$ cat src/pct_pkg.sv
// constants for the power condition timer descriptor block
// assumes a single 10 MHz clock and an AXI4-Lite register port
package pct_pkg;

  // clock and timer unit
  localparam int unsigned CLK_HZ         = 10_000_000;
  localparam int unsigned TIMER_UNIT_MS  = 100;
  localparam int unsigned TICK_CYCLES    = (CLK_HZ / 1000) * TIMER_UNIT_MS;

  // timer value that means "at least the saturated maximum"
  localparam logic [31:0] TIMER_SATURATED = 32'hFFFF_FFFF;

  // descriptor offsets, byte addresses of aligned words
  localparam logic [7:0] OFS_FLAGS     = 8'h00;
  localparam logic [7:0] OFS_DEFAULT   = 8'h04;
  localparam logic [7:0] OFS_SAVED     = 8'h08;
  localparam logic [7:0] OFS_CURRENT   = 8'h0C;
  localparam logic [7:0] OFS_RECOVERY  = 8'h10;
  localparam logic [7:0] OFS_MIN_LIMIT = 8'h14;
  localparam logic [7:0] OFS_MAX_LIMIT = 8'h18;
  // control, request and status registers
  localparam logic [7:0] OFS_CTRL      = 8'h20;
  localparam logic [7:0] OFS_SET_TIMER = 8'h24;
  localparam logic [7:0] OFS_SAVE_TIMER = 8'h28;
  localparam logic [7:0] OFS_STATUS    = 8'h2C;

  // flags byte sits in byte lane 1 of word 0
  localparam int unsigned FLAGS_LSB    = 8;
  localparam int unsigned FLG_SUPPORTED = 7;
  localparam int unsigned FLG_SAVABLE   = 6;
  localparam int unsigned FLG_CHANGEABLE = 5;
  localparam int unsigned FLG_DEF_EN    = 4;
  localparam int unsigned FLG_SAVED_EN  = 3;
  localparam int unsigned FLG_CUR_EN    = 2;

  // control register fields
  localparam int unsigned CTRL_FEAT_EN = 0;
  localparam int unsigned CTRL_CUR_EN  = 1;
  localparam logic [1:0]  CTRL_RESET   = 2'h0;

  // status register fields
  localparam int unsigned STAT_REFUSED = 0;
  localparam int unsigned STAT_IN_PC   = 1;
  localparam int unsigned STAT_RUNNING = 2;

  // axi responses
  localparam logic [1:0] RESP_OKAY   = 2'h0;
  localparam logic [1:0] RESP_SLVERR = 2'h2;
  localparam logic [1:0] RESP_DECERR = 2'h3;

endpackage : pct_pkg

$ cat src/pct_tick_div.sv
// divider that gives one enable pulse per timer unit
// assumes restart comes from logic on the same clock
`timescale 1ns/100ps
`default_nettype none
module pct_tick_div #(
  parameter int unsigned CYCLES = 1_000_000
) (
  // clock and reset
  input  wire logic i_clk,
  input  wire logic i_rst,
  // control
  input  wire logic i_restart,
  // enable pulse
  output logic      o_tick
);

  if (CYCLES < 1) begin : g_bad_cycles
    $error("pct_tick_div: CYCLES must be at least one");
  end

  logic [31:0] cnt;
  logic [31:0] next_cnt;
  logic        next_tick;

  // restart begins a fresh unit so a countdown never runs short
  always_comb begin
    next_cnt  = cnt;
    next_tick = 1'b0;
    if (i_restart) begin
      next_cnt = 32'h0000_0000;
    end else if (cnt == 32'(CYCLES - 1)) begin
      next_cnt  = 32'h0000_0000;
      next_tick = 1'b1;
    end else begin
      next_cnt = cnt + 32'h0000_0001;
    end
  end

  always_ff @(posedge i_clk or posedge i_rst) begin
    if (i_rst) begin
      cnt    <= 32'h0000_0000;
      o_tick <= 1'b0;
    end else begin
      cnt    <= next_cnt;
      o_tick <= next_tick;
    end
  end

endmodule : pct_tick_div
`default_nettype wire

$ cat src/pct_timer.sv
// one power condition descriptor with its idle countdown, behind AXI4-Lite
// assumes i_cmd_done is a one-cycle pulse from logic on i_clk
//
// Summary of operation
// RULE1: supported flag at bit 7; other flags and timers depend on it.
// RULE2: bit 6 reports timer savable while the feature is enabled.
// RULE3: bit 5 reports timer changeable while the feature is enabled.
// RULE4: bit 4 default-timer-enabled valid whenever supported, feature on or off.
// RULE5: bit 3 saved-timer-enabled valid whenever supported, feature on or off.
// RULE6: bit 2 current-timer-enabled forced to zero when feature disabled.
// RULE7: timer runs only with feature on, current value nonzero, bit 2 set.
// RULE8: default timer is a fixed 32-bit value in 100 ms units.
// RULE9: all-ones timer value means at least the saturated maximum duration.
// RULE10: host stores saved timer by subcommand; device reports it back.
// RULE11: saved timer of zero disables this condition when feature enabled.
// RULE12: wait at least current value times 100 ms after command completion.
// RULE13: current value reads zero when feature off, unsupported, or bit 2 clear.
// RULE14: report nominal recovery time to active state, zero means unspecified.
// RULE15: recovery time survives every kind of reset.
// RULE16: minimum limit bounds programmed values; zero means no minimum.
// RULE17: maximum limit bounds programmed values; zero means no maximum.
// RULE18: minimum and maximum limits survive all resets.
// RULE19: reserved flag bits and reserved bytes read as zero.
// RULE20: countdown restarts at each completion; enter only on expiry.
//
// Local design decision: the AXI4-Lite slave port.
`timescale 1ns/100ps
`default_nettype none
module pct_timer
  import pct_pkg::*;
#(
  parameter bit          SUPPORTED     = 1'b1,
  parameter bit          SAVABLE       = 1'b1,
  parameter bit          CHANGEABLE    = 1'b1,
  parameter logic [31:0] DEFAULT_TIMER = 32'h0000_0064,
  parameter logic [31:0] RECOVERY_TIME = 32'h0000_0000,
  parameter logic [31:0] MIN_LIMIT     = 32'h0000_0000,
  parameter logic [31:0] MAX_LIMIT     = 32'h0000_0000,
  parameter int unsigned UNIT_CYCLES   = TICK_CYCLES
) (
  // clock and reset
  input  wire logic        i_clk,
  input  wire logic        i_rst,
  // axi4-lite write address
  input  wire logic [7:0]  i_awaddr,
  input  wire logic        i_awvalid,
  output logic             o_awready,
  // axi4-lite write data
  input  wire logic [31:0] i_wdata,
  input  wire logic [3:0]  i_wstrb,
  input  wire logic        i_wvalid,
  output logic             o_wready,
  // axi4-lite write response
  output logic [1:0]       o_bresp,
  output logic             o_bvalid,
  input  wire logic        i_bready,
  // axi4-lite read address
  input  wire logic [7:0]  i_araddr,
  input  wire logic        i_arvalid,
  output logic             o_arready,
  // axi4-lite read data
  output logic [31:0]      o_rdata,
  output logic [1:0]       o_rresp,
  output logic             o_rvalid,
  input  wire logic        i_rready,
  // command engine
  input  wire logic        i_cmd_done,
  // power condition state
  output logic             o_in_power_condition,
  output logic             o_timer_running
);

  if (UNIT_CYCLES < 1 ||
      (MIN_LIMIT != 32'h0000_0000 && MAX_LIMIT != 32'h0000_0000 && MIN_LIMIT > MAX_LIMIT)) begin : g_bad_params
    $error("pct_timer: UNIT_CYCLES below one or MIN_LIMIT above MAX_LIMIT");
  end

  typedef enum logic [1:0] {PCT_OFF, PCT_COUNT, PCT_ENTERED} pct_state_e;

  // bus state
  logic        aw_hold, next_aw_hold;
  logic [7:0]  aw_addr, next_aw_addr;
  logic        w_hold, next_w_hold;
  logic [31:0] w_data, next_w_data;
  logic [3:0]  w_strb, next_w_strb;
  logic        bvalid, next_bvalid;
  logic [1:0]  bresp, next_bresp;
  logic        rvalid, next_rvalid;
  logic [1:0]  rresp, next_rresp;
  logic [31:0] rdata, next_rdata;
  // descriptor state
  logic [1:0]  ctrl, next_ctrl;
  logic [31:0] saved, next_saved;
  logic [31:0] cur_q, next_cur_q;
  logic        refused, next_refused;
  logic        gate_q, next_gate_q;
  // countdown state
  pct_state_e  state, next_state;
  logic [31:0] remain, next_remain;
  logic        tick;
  logic        restart;

  // derived flags
  logic        feat_en;
  logic        cur_gate;
  logic [31:0] cur_vis;
  logic [7:0]  flags;
  logic        do_write;
  logic [31:0] wmerged;

  assign feat_en  = SUPPORTED && ctrl[CTRL_FEAT_EN];
  assign cur_gate = feat_en && ctrl[CTRL_CUR_EN];                        // RULE6
  assign cur_vis  = cur_gate ? cur_q : 32'h0000_0000;                    // RULE13

  // flags byte; everything below the supported bit is masked when unsupported
  always_comb begin
    flags                 = 8'h00;                                       // RULE19
    flags[FLG_SUPPORTED]  = SUPPORTED;                                   // RULE1
    flags[FLG_SAVABLE]    = SUPPORTED && SAVABLE;                        // RULE2
    flags[FLG_CHANGEABLE] = SUPPORTED && CHANGEABLE;                     // RULE3
    flags[FLG_DEF_EN]     = SUPPORTED && (DEFAULT_TIMER != 32'h0000_0000); // RULE4
    flags[FLG_SAVED_EN]   = SUPPORTED && (saved != 32'h0000_0000);       // RULE5
    flags[FLG_CUR_EN]     = cur_gate;                                    // RULE6
  end

  // legal inside whichever limits are given; zero always, so the host can disable
  function automatic logic in_limits(input logic [31:0] v);
    logic lo_ok;
    logic hi_ok;
    lo_ok = (MIN_LIMIT == 32'h0000_0000) || (v >= MIN_LIMIT);            // RULE16
    hi_ok = (MAX_LIMIT == 32'h0000_0000) || (v <= MAX_LIMIT);            // RULE17
    return (v == 32'h0000_0000) || (lo_ok && hi_ok);                     // RULE11
  endfunction : in_limits

  // byte-enable merge against zero; request registers take the whole word
  always_comb begin
    wmerged = 32'h0000_0000;
    for (int b = 0; b < 4; b++) begin
      if (w_strb[b]) wmerged[b*8 +: 8] = w_data[b*8 +: 8];
    end
  end

  assign do_write  = aw_hold && w_hold && !bvalid;
  assign o_awready = !aw_hold && !bvalid;
  assign o_wready  = !w_hold && !bvalid;
  assign o_arready = !rvalid;
  assign o_bvalid  = bvalid;
  assign o_bresp   = bresp;
  assign o_rvalid  = rvalid;
  assign o_rresp   = rresp;
  assign o_rdata   = rdata;

  // write channel: address and data are taken in either order, answered together
  always_comb begin
    next_aw_hold = aw_hold;
    next_aw_addr = aw_addr;
    next_w_hold  = w_hold;
    next_w_data  = w_data;
    next_w_strb  = w_strb;
    next_bvalid  = bvalid;
    next_bresp   = bresp;
    next_ctrl    = ctrl;
    next_saved   = saved;
    next_cur_q   = cur_q;
    next_refused = refused;
    next_gate_q  = cur_gate;
    if (i_awvalid && o_awready) begin
      next_aw_hold = 1'b1;
      next_aw_addr = i_awaddr;
    end
    if (i_wvalid && o_wready) begin
      next_w_hold = 1'b1;
      next_w_data = i_wdata;
      next_w_strb = i_wstrb;
    end
    if (bvalid && i_bready) begin
      next_bvalid = 1'b0;
    end
    // enabling the timer starts from the saved value; saved zero keeps it off
    if (cur_gate && !gate_q) begin
      next_cur_q = saved;                                                // RULE11
    end
    if (!cur_gate) begin
      next_cur_q = 32'h0000_0000;                                        // RULE13
    end
    if (do_write) begin
      next_aw_hold = 1'b0;
      next_w_hold  = 1'b0;
      next_bvalid  = 1'b1;
      next_bresp   = RESP_OKAY;
      unique case (aw_addr)
        OFS_CTRL: begin
          if (w_strb[0]) next_ctrl = wmerged[1:0];
        end
        OFS_SET_TIMER: begin
          // changes the current value only; refused when not changeable
          if (CHANGEABLE && feat_en && in_limits(w_data)) begin          // RULE3
            next_refused = 1'b0;
            if (cur_gate) next_cur_q = w_data;
          end else begin
            next_refused = 1'b1;
            next_bresp   = RESP_SLVERR;
          end
        end
        OFS_SAVE_TIMER: begin
          // stores the value for later enables and applies it now when bit 2 is set
          if (SAVABLE && CHANGEABLE && feat_en && in_limits(w_data)) begin // RULE2
            next_refused = 1'b0;
            next_saved   = w_data;                                       // RULE10
            if (cur_gate) next_cur_q = w_data;
          end else begin
            next_refused = 1'b1;
            next_bresp   = RESP_SLVERR;
          end
        end
        OFS_FLAGS, OFS_DEFAULT, OFS_SAVED, OFS_CURRENT,
        OFS_RECOVERY, OFS_MIN_LIMIT, OFS_MAX_LIMIT, OFS_STATUS: begin
          next_bresp = RESP_SLVERR;                                      // read-only words
        end
        default: begin
          next_bresp = RESP_DECERR;
        end
      endcase
    end
  end

  always_ff @(posedge i_clk or posedge i_rst) begin
    if (i_rst) begin
      aw_hold <= 1'b0;
      aw_addr <= 8'h00;
      w_hold  <= 1'b0;
      w_data  <= 32'h0000_0000;
      w_strb  <= 4'h0;
      bvalid  <= 1'b0;
      bresp   <= RESP_OKAY;
      ctrl    <= CTRL_RESET;
      saved   <= DEFAULT_TIMER;
      cur_q   <= 32'h0000_0000;
      refused <= 1'b0;
      gate_q  <= 1'b0;
    end else begin
      aw_hold <= next_aw_hold;
      aw_addr <= next_aw_addr;
      w_hold  <= next_w_hold;
      w_data  <= next_w_data;
      w_strb  <= next_w_strb;
      bvalid  <= next_bvalid;
      bresp   <= next_bresp;
      ctrl    <= next_ctrl;
      saved   <= next_saved;
      cur_q   <= next_cur_q;
      refused <= next_refused;
      gate_q  <= next_gate_q;
    end
  end

  // read channel: one cycle from address to data
  always_comb begin
    next_rvalid = rvalid;
    next_rresp  = rresp;
    next_rdata  = rdata;
    if (rvalid && i_rready) begin
      next_rvalid = 1'b0;
    end
    if (i_arvalid && o_arready) begin
      next_rvalid = 1'b1;
      next_rresp  = RESP_OKAY;
      next_rdata  = 32'h0000_0000;                                       // RULE19
      unique case (i_araddr)
        OFS_FLAGS:      next_rdata[FLAGS_LSB +: 8] = flags;
        OFS_DEFAULT:    next_rdata = SUPPORTED ? DEFAULT_TIMER : 32'h0000_0000; // RULE8
        OFS_SAVED:      next_rdata = SUPPORTED ? saved : 32'h0000_0000;  // RULE10
        OFS_CURRENT:    next_rdata = cur_vis;                            // RULE13
        OFS_RECOVERY:   next_rdata = RECOVERY_TIME;                      // RULE14
        OFS_MIN_LIMIT:  next_rdata = MIN_LIMIT;                          // RULE16
        OFS_MAX_LIMIT:  next_rdata = MAX_LIMIT;                          // RULE17
        OFS_CTRL:       next_rdata[1:0] = ctrl;
        OFS_SET_TIMER:  next_rdata = cur_vis;
        OFS_SAVE_TIMER: next_rdata = SUPPORTED ? saved : 32'h0000_0000;
        OFS_STATUS: begin
          next_rdata[STAT_REFUSED] = refused;
          next_rdata[STAT_IN_PC]   = (state == PCT_ENTERED);
          next_rdata[STAT_RUNNING] = (state == PCT_COUNT);
        end
        default: begin
          next_rresp = RESP_DECERR;
        end
      endcase
    end
  end

  // limits and recovery are parameters, so no reset can disturb them
  always_ff @(posedge i_clk or posedge i_rst) begin                      // RULE15 RULE18
    if (i_rst) begin
      rvalid <= 1'b0;
      rresp  <= RESP_OKAY;
      rdata  <= 32'h0000_0000;
    end else begin
      rvalid <= next_rvalid;
      rresp  <= next_rresp;
      rdata  <= next_rdata;
    end
  end

  // unit divider restarts with the countdown so the first unit is a full one
  assign restart = i_cmd_done || (state == PCT_OFF);

  pct_tick_div #(
    .CYCLES (UNIT_CYCLES)
  ) u_unit (
    .i_clk     (i_clk),
    .i_rst     (i_rst),
    .i_restart (restart),
    .o_tick    (tick)
  );

  // countdown: reloaded at each completion, entered only when it runs out
  always_comb begin
    next_state  = state;
    next_remain = remain;
    if (!cur_gate || cur_vis == 32'h0000_0000) begin                     // RULE7
      next_state  = PCT_OFF;
      next_remain = 32'h0000_0000;
    end else if (i_cmd_done) begin
      next_state  = PCT_COUNT;                                           // RULE20
      next_remain = cur_vis;                                             // RULE12
    end else begin
      unique case (state)
        PCT_OFF: begin
          // enabled with no completion seen yet; count from now
          next_state  = PCT_COUNT;
          next_remain = cur_vis;
        end
        PCT_COUNT: begin
          // all-ones means at least the maximum, so it never expires
          if (tick && remain != TIMER_SATURATED) begin                   // RULE9
            next_remain = remain - 32'h0000_0001;
            if (remain == 32'h0000_0001) next_state = PCT_ENTERED;       // RULE12
          end
        end
        PCT_ENTERED: begin
          next_remain = 32'h0000_0000;
        end
        default: begin
          next_state = PCT_OFF;
        end
      endcase
    end
  end

  always_ff @(posedge i_clk or posedge i_rst) begin
    if (i_rst) begin
      state  <= PCT_OFF;
      remain <= 32'h0000_0000;
    end else begin
      state  <= next_state;
      remain <= next_remain;
    end
  end

  assign o_in_power_condition = (state == PCT_ENTERED);                  // RULE20
  assign o_timer_running      = (state == PCT_COUNT);                    // RULE7

endmodule : pct_timer
`default_nettype wire

$ cat config.mk
export PLATFORM = sky130hd
export DESIGN_NAME = pct_timer
export DESIGN_NICKNAME = d
export VERILOG_FILES = /design/src/pct_pkg.sv /design/src/pct_tick_div.sv /design/src/pct_timer.sv
export SDC_FILE = /design/constraint.sdc
export NUM_CORES = 1
export LEC_CHECK = 0
export ABC_CLOCK_PERIOD_IN_PS = 5300
export BUFFER_PORTS_ARGS = -buffer_cell sky130_fd_sc_hd__buf_2
export CAP_MARGIN = 25
export CORE_ASPECT_RATIO = 0.6
export CORE_MARGIN = 2
export CORE_UTILIZATION = 50
export CTS_BUF_LIST = sky130_fd_sc_hd__clkbuf_4 sky130_fd_sc_hd__clkbuf_8
export DETAILED_ROUTE_END_ITERATION = 7
export PLACE_DENSITY_LB_ADDON = 0.25
export SYNTH_ARGS = -nofsm -noshare
export SYNTH_HDL_FRONTEND = slang
export SYNTH_HIERARCHICAL = 1
export SYNTH_SLANG_ARGS = --single-unit
export TNS_END_PERCENT = 1
$ cat constraint.sdc
create_clock -name i_clk -period 5.3 [get_ports i_clk]
set_clock_uncertainty 0.15 [all_clocks]
set_input_delay 0.265 -clock i_clk [delete_from_list [all_inputs] [get_ports i_clk]]
set_output_delay 0.265 -clock i_clk [all_outputs]
set_load 0.005 [all_outputs]
==> Word-level counts from Yosys, hierarchy flattened <==
Index checks and enable logic that the tools add are counted.
{ "op_classes": {"shifts": 0, "add_sub_neg": 2, "mul": 0, "n_eq_ne": 28, "reduce_logical": 40, "n_div": 0, "order_cmp": 0, "bitwise": 0, "muxes": 37} }
{ "ops": {"columns": ["cell", "count"], "rows": [
  ["32-bit two-way mux", 12],
  ["32-bit case mux with 3 select lines", 1],
  ["8-bit by 6-bit equality test with 1-bit output (second input constant)", 8],
  ["8-bit by 5-bit equality test with 1-bit output (second input constant)", 6],
  ["32-bit by 1-bit adder with 32-bit output (second input constant)", 1],
  ["32-bit by 1-bit equality test with 1-bit output (second input constant)", 1],
  ["32-bit by 20-bit equality test with 1-bit output (second input constant)", 1],
  ["8-bit by 4-bit equality test with 1-bit output (second input constant)", 4],
  ["32-bit zero test", 1],
  ["32-bit inequality test (second input constant)", 1],
  ["16-bit case mux with 2 select lines", 1],
  ["32-bit nonzero test", 1],
  ["32-bit by 1-bit subtractor with 32-bit output (second input constant)", 1],
  ["8-bit case mux with 3 select lines", 1],
  ["8-bit by 3-bit equality test with 1-bit output (second input constant)", 2],
  ["8-bit zero test", 2],
  ["5-bit case mux with 3 select lines", 1],
  ["1-bit logical AND", 12],
  ["2-bit two-way mux", 6],
  ["2-bit case mux with 3 select lines", 2],
  ["1-bit two-way mux", 11],
  ["11-bit OR reduction", 1],
  ["3-bit AND reduction", 3],
  ["4-bit by 2-bit inequality test with 1-bit output (second input constant)", 2],
  ["other kinds (13)", 25]
]} }
{ "totals": {"mem_bits_rw": 0, "rom_bits": 0, "n_memories": 0, "reg_bits": 216, "latchBits": 0, "wordCells": 126, "inputBits": 60} }

==> Logic depth before layout (Yosys ltp) <==
{ "logic_depth": {"ltp_word": 8, "ltp_mapped": 9, "ltp_nobuf": 7} }

==> By module <==
The synthesis kept the hierarchy.
{ "modules_own_cells": {"columns": ["mod", "n_inst", "cells_per_inst", "area_each_um2", "seq_area_each_um2"], "rows": [
  ["pct_timer", 1, 851, 8902.3, 4558.1],
  ["pct_tick_div", 1, 196, 1790.5, 825.8]
]} }

==> Worst setup path before layout <==
Ideal clock, no wire load.
{ "synth_path": {"path_type": "reg2reg", "start": "register remain[0]", "end": "register remain[29]", "arrival_ns": 2.201, "required_ns": 5.072, "stages_incl_launch_ff": 7, "setup_slack_ns": 2.871, "setup_ns": 0.078, "path_cell_list": "dfrtp_1 > or4_1 > buf_2 > or3_4 > or4_1 > a21o_1 > a21oi_1"} }
{ "synth_via": {"elab_chain_cells": 5, "word_cells_on_any_way": 9, "classes_between": "add/sub (1); eq/ne (2); mux (4); reduce/logical (2)"} }
{ "synth_rtl": {"columns": ["item", "line", "text"], "rows": [
  ["from (decl)", "pct_timer.sv:99", "logic [31:0] remain, next_remain;"],
  ["from (signal assigned)", "pct_timer.sv:357", "remain <= next_remain;"],
  ["32-bit by 1-bit subtractor with 32-bit output", "pct_timer.sv:337", "next_remain = remain - 32'h0000_0001;"],
  ["32-bit two-way mux", "pct_timer.sv:336", "if (tick && remain != TIMER_SATURATED) begin"],
  ["32-bit case mux with 3 select lines", "pct_timer.sv:328", "unique case (state)"],
  ["32-bit two-way mux", "pct_timer.sv:324", "end else if (i_cmd_done) begin"],
  ["32-bit two-way mux", "pct_timer.sv:321", "if (!cur_gate || cur_vis == 32'h0000_0000) begin"]
]} }
Several ways; a longest one is shown, not always the timed one. The select of a mux whose other input is x is not followed.
A chain may end at the register's enable or synchronous reset.

==> Final worst setup path <==
{ "layout_path": {"start": "register remain[0]", "end": "register remain[24]"} }
The elaborated chain is that of the path after synthesis.

==> results.ini <==
[route]
final_antenna_net_count = 0
avgRoutedWirePerCell_um = 19.8
drc = 0
dr.pass1.iters = 7
detail_route.wirelength_mm = 29.2
drt_iter0_drcs = 810
total_via_count_after_detailed_routing = 9088
post_drt_via_cell_ratio = 6.17

[grt]
grt.overflow.total = 0
grt_first_pass_wirelength_mm = 46.7
grt_max_degree = 183
grt_util_all_layers = 0.265
grt_pass1_vias = 8420
grt_antenna_before_repair = 0

[placement]
dpl_cell_area_um2 = 11400
placement.io_buffers = 99
place.detailed.hpwl_mm = 19.2
place.gp.congestion = 0.903
place_inst = 1370

[logic_synthesis]
post_synth_inst_count = 1047
synth_enable_flop_cells = 0
synth.distinct_cells = 66
sequential_area_share_after_synthesis = 0.504
postSynth.topFlopCell = sky130_fd_sc_hd__dfrtp_1
number_of_flip_flops_and_latches_in_the_synthesized_netlist = 215
synth.cell_area_um2 = 10700
synth_compound_gate_area_share = 0.165
asyncSetResetFlopFracSynth = 1.00
synthesis.nets = 1114
syn-mean-instance-area_um2 = 10.2
yosys_warnings = 6
post_synth_xor_area_fraction = 0.0106
synth_mux_area_frac = 0.109
dominant_combinational_cell_family_by_area_after_synthesis = simple AND/OR/NAND/NOR gates
synth-adder-area-share = 0.00913
synthSimpleGateAreaFrac = 0.167

[flow_run]
maxCapViolCount = 0

[timing]
finalSetupTns_ps = 0
tightest_slew_ps = 1020
count_of_endpoints_failing_hold_in_the_final_timing_report = 0
maxSlewHeadroom = 0.322
finalCritPeriodShare = 0.546
final_period_minus_worst_setup_slack_ps = 2900
fmax_mhz = 345
finalSetupViolCount = 0
report.final.slew_viol_count = 0
grt_setup_unrepaired = false

[floorplanning]
core_area_um2 = 21000
num_rows = 41
floorplan.die_area_um2 = 22600
top_level_ports = 103
initial_standard_cell_utilization_of_the_core = 0.510
die_x_um = 193
die_height_um = 117

[final_layout]
multiInputGateArea_um2 = 4960
final.fill_count = 1784
seqCellArea_um2 = 5380
mostFrequentLayoutCells = sky130_fd_sc_hd__dfrtp_1, sky130_fd_sc_hd__nor2_1, sky130_fd_sc_hd__buf_2
design_area_um2 = 12600
post_layout_nonfiller_instances = 1474
drive_above_1_share = 0.227
areaGrowthSynthToFinish_pct = 17.7
antenna-diode-count = 0
design.final.nets = 1242
mostFrequentLayoutCell = sky130_fd_sc_hd__dfrtp_1
fin_util = 0.600

[setup_path]
criticalPathCategory = reg2reg
cp-end-kind = flip-flop
crit_fanout = 6
cp-start-kind = flip-flop
critPathRequiredTime_ps = 5550
crit_arrival_ps = 3150
r2r_cells = 7

[worst_hold_path]
worstHoldPathType = in2reg
hold_path_depth = 4

[pwr]
power.total_w = 0.00405
leakage_nw = 5.25
vdd.ir_drop.worst_v = 0.000255
power.density_cell_area_nw_per_um2 = 322

[status]
outcome = finished, final reports clean

[clock_tree]
post-cts-setup-buffer-count = 0
cts_tree = done
clock_tree.root_cell = sky130_fd_sc_hd__clkbuf_8
cts_resized = 0
cts.clk_slew.worst_paths_ps = 60
worstSkewPairLatency_ps = 530
h-tree-depth = 2
cts_made_buffers = 35
max-clock-path-buffers = 3
clock-sinks = 215

==> repair_timing <==
item | 4_1_cts | 5_1_grt
hold buffers | 47 | 0
endpoints found under the setup margin | 0 | 0
hold endpoints to repair | 156 | 0
==> synthesized netlist by cell type, types with 9 or more instances <==
master                     number  area share
sky130_fd_sc_hd__dfrtp_1      212        0.50
sky130_fd_sc_hd__nor4_1        34       0.020
sky130_fd_sc_hd__o31ai_1       14      0.0098
sky130_fd_sc_hd__a221oi_1      24       0.020
sky130_fd_sc_hd__a31oi_1       14      0.0082
sky130_fd_sc_hd__nor3_1        26       0.012
sky130_fd_sc_hd__mux2_2        75       0.079
sky130_fd_sc_hd__clkbuf_1      56       0.020
sky130_fd_sc_hd__buf_2          9      0.0042
sky130_fd_sc_hd__mux2i_1       32       0.030
sky130_fd_sc_hd__a211oi_1      37       0.026
sky130_fd_sc_hd__a21oi_1       61       0.029
sky130_fd_sc_hd__or3_1         13      0.0076
sky130_fd_sc_hd__nor2_1       115       0.040
sky130_fd_sc_hd__nand2_1       57       0.020
sky130_fd_sc_hd__or4_1         19       0.013
sky130_fd_sc_hd__nand3_1       19      0.0089
sky130_fd_sc_hd__nand4_1       23       0.013
sky130_fd_sc_hd__inv_1         22      0.0077
sky130_fd_sc_hd__a22o_1        10      0.0082
sky130_fd_sc_hd__o21ai_0       45       0.021
==> per-layer routing <==
layer,vias to the layer above,routed length [um],track usage
li1,4189,-,-
met5,-,0,0
met1,4442,14100,0.419
met3,58,2410,0.0471
met4,0,565,0.0677
met2,399,12100,0.370
==> state kept, by name (all words and copies together), names as in the netlist, 2 cells and up <==
signal / count
aw_addr: 8
ctrl: 2
cur_q: 32
o_bresp: 2
o_rdata: 32
remain: 32
saved: 32
state: 2
u_unit/cnt: 32
w_data: 32
==> cell type report <==
class / instances / share of cell area
tap: 279 / 0.0277
multi-input combinational: 739 / 0.394
inverter: 22 / 0.00686
clock inverter: 1 / 0.000398
timing repair buffer: 162 / 0.0889
clock buffer: 56 / 0.0543
sequential: 215 / 0.428
==> through the flow <==
step	hold WS, ps	worst slack (ps)
after floorplan	184	2550
after global placement	161	2200
after detailed placement	155	2530
after CTS	26.4	2510
after global routing	67.8	2240
final	36.7	2400
==> worst max-delay path: stages, from the launching register on <==
cell                        delay, ps
sky130_fd_sc_hd__dfrtp_1          440
sky130_fd_sc_hd__inv_1            110
sky130_fd_sc_hd__ha_1             240
sky130_fd_sc_hd__or3b_2           520
sky130_fd_sc_hd__nor3_1           760
sky130_fd_sc_hd__nand3_1          180
sky130_fd_sc_hd__a2bb2oi_1        180
sky130_fd_sc_hd__o31ai_1          210
==> where the power goes <==
group | total, W | internal (W) | switching, W
sequential | 0.00205 | 0.00187 | 0.000186
clock | 0.00145 | 0.000808 | 0.000641
combinational | 0.000547 | 0.000305 | 0.000242
total | 0.00405 | 0.00298 | 0.00107
==> logic make-up (layout without fill, tap and decap cells) <==
| kind of cell | after synthesis | after routing |
|---|---|---|
| mux | 107 | 107 |
| simple gates | 349 | 349 |
| xor+xnor | 13 | 13 |
| buf+inv | 93 | 241 |
| flops | 215 | 215 |
| compound gates | 262 | 262 |
| fa+ha+maj | 8 | 8 |
==> final timing paths <==
check	startpoint	endpoint	slack (ps)
hold / removal	i_araddr[6]	o_rresp[0]$_DFFE_PP0P_	40
hold reg to reg	o_rdata[15]$_DFFE_PP0P_	o_rdata[15]$_DFFE_PP0P_	320
setup reg to reg	remain[0]$_DFFE_PP0P_	remain[24]$_DFFE_PP0P_	2400
max in group asynchronous	i_rst	saved[28]$_DFFE_PP0P_	3810
min in group asynchronous	i_rst	u_unit/cnt[28]$_DFF_PP0_	160
setup / recovery	remain[0]$_DFFE_PP0P_	remain[24]$_DFFE_PP0P_	2400
Note: power is estimated with default switching activity, not from simulation.
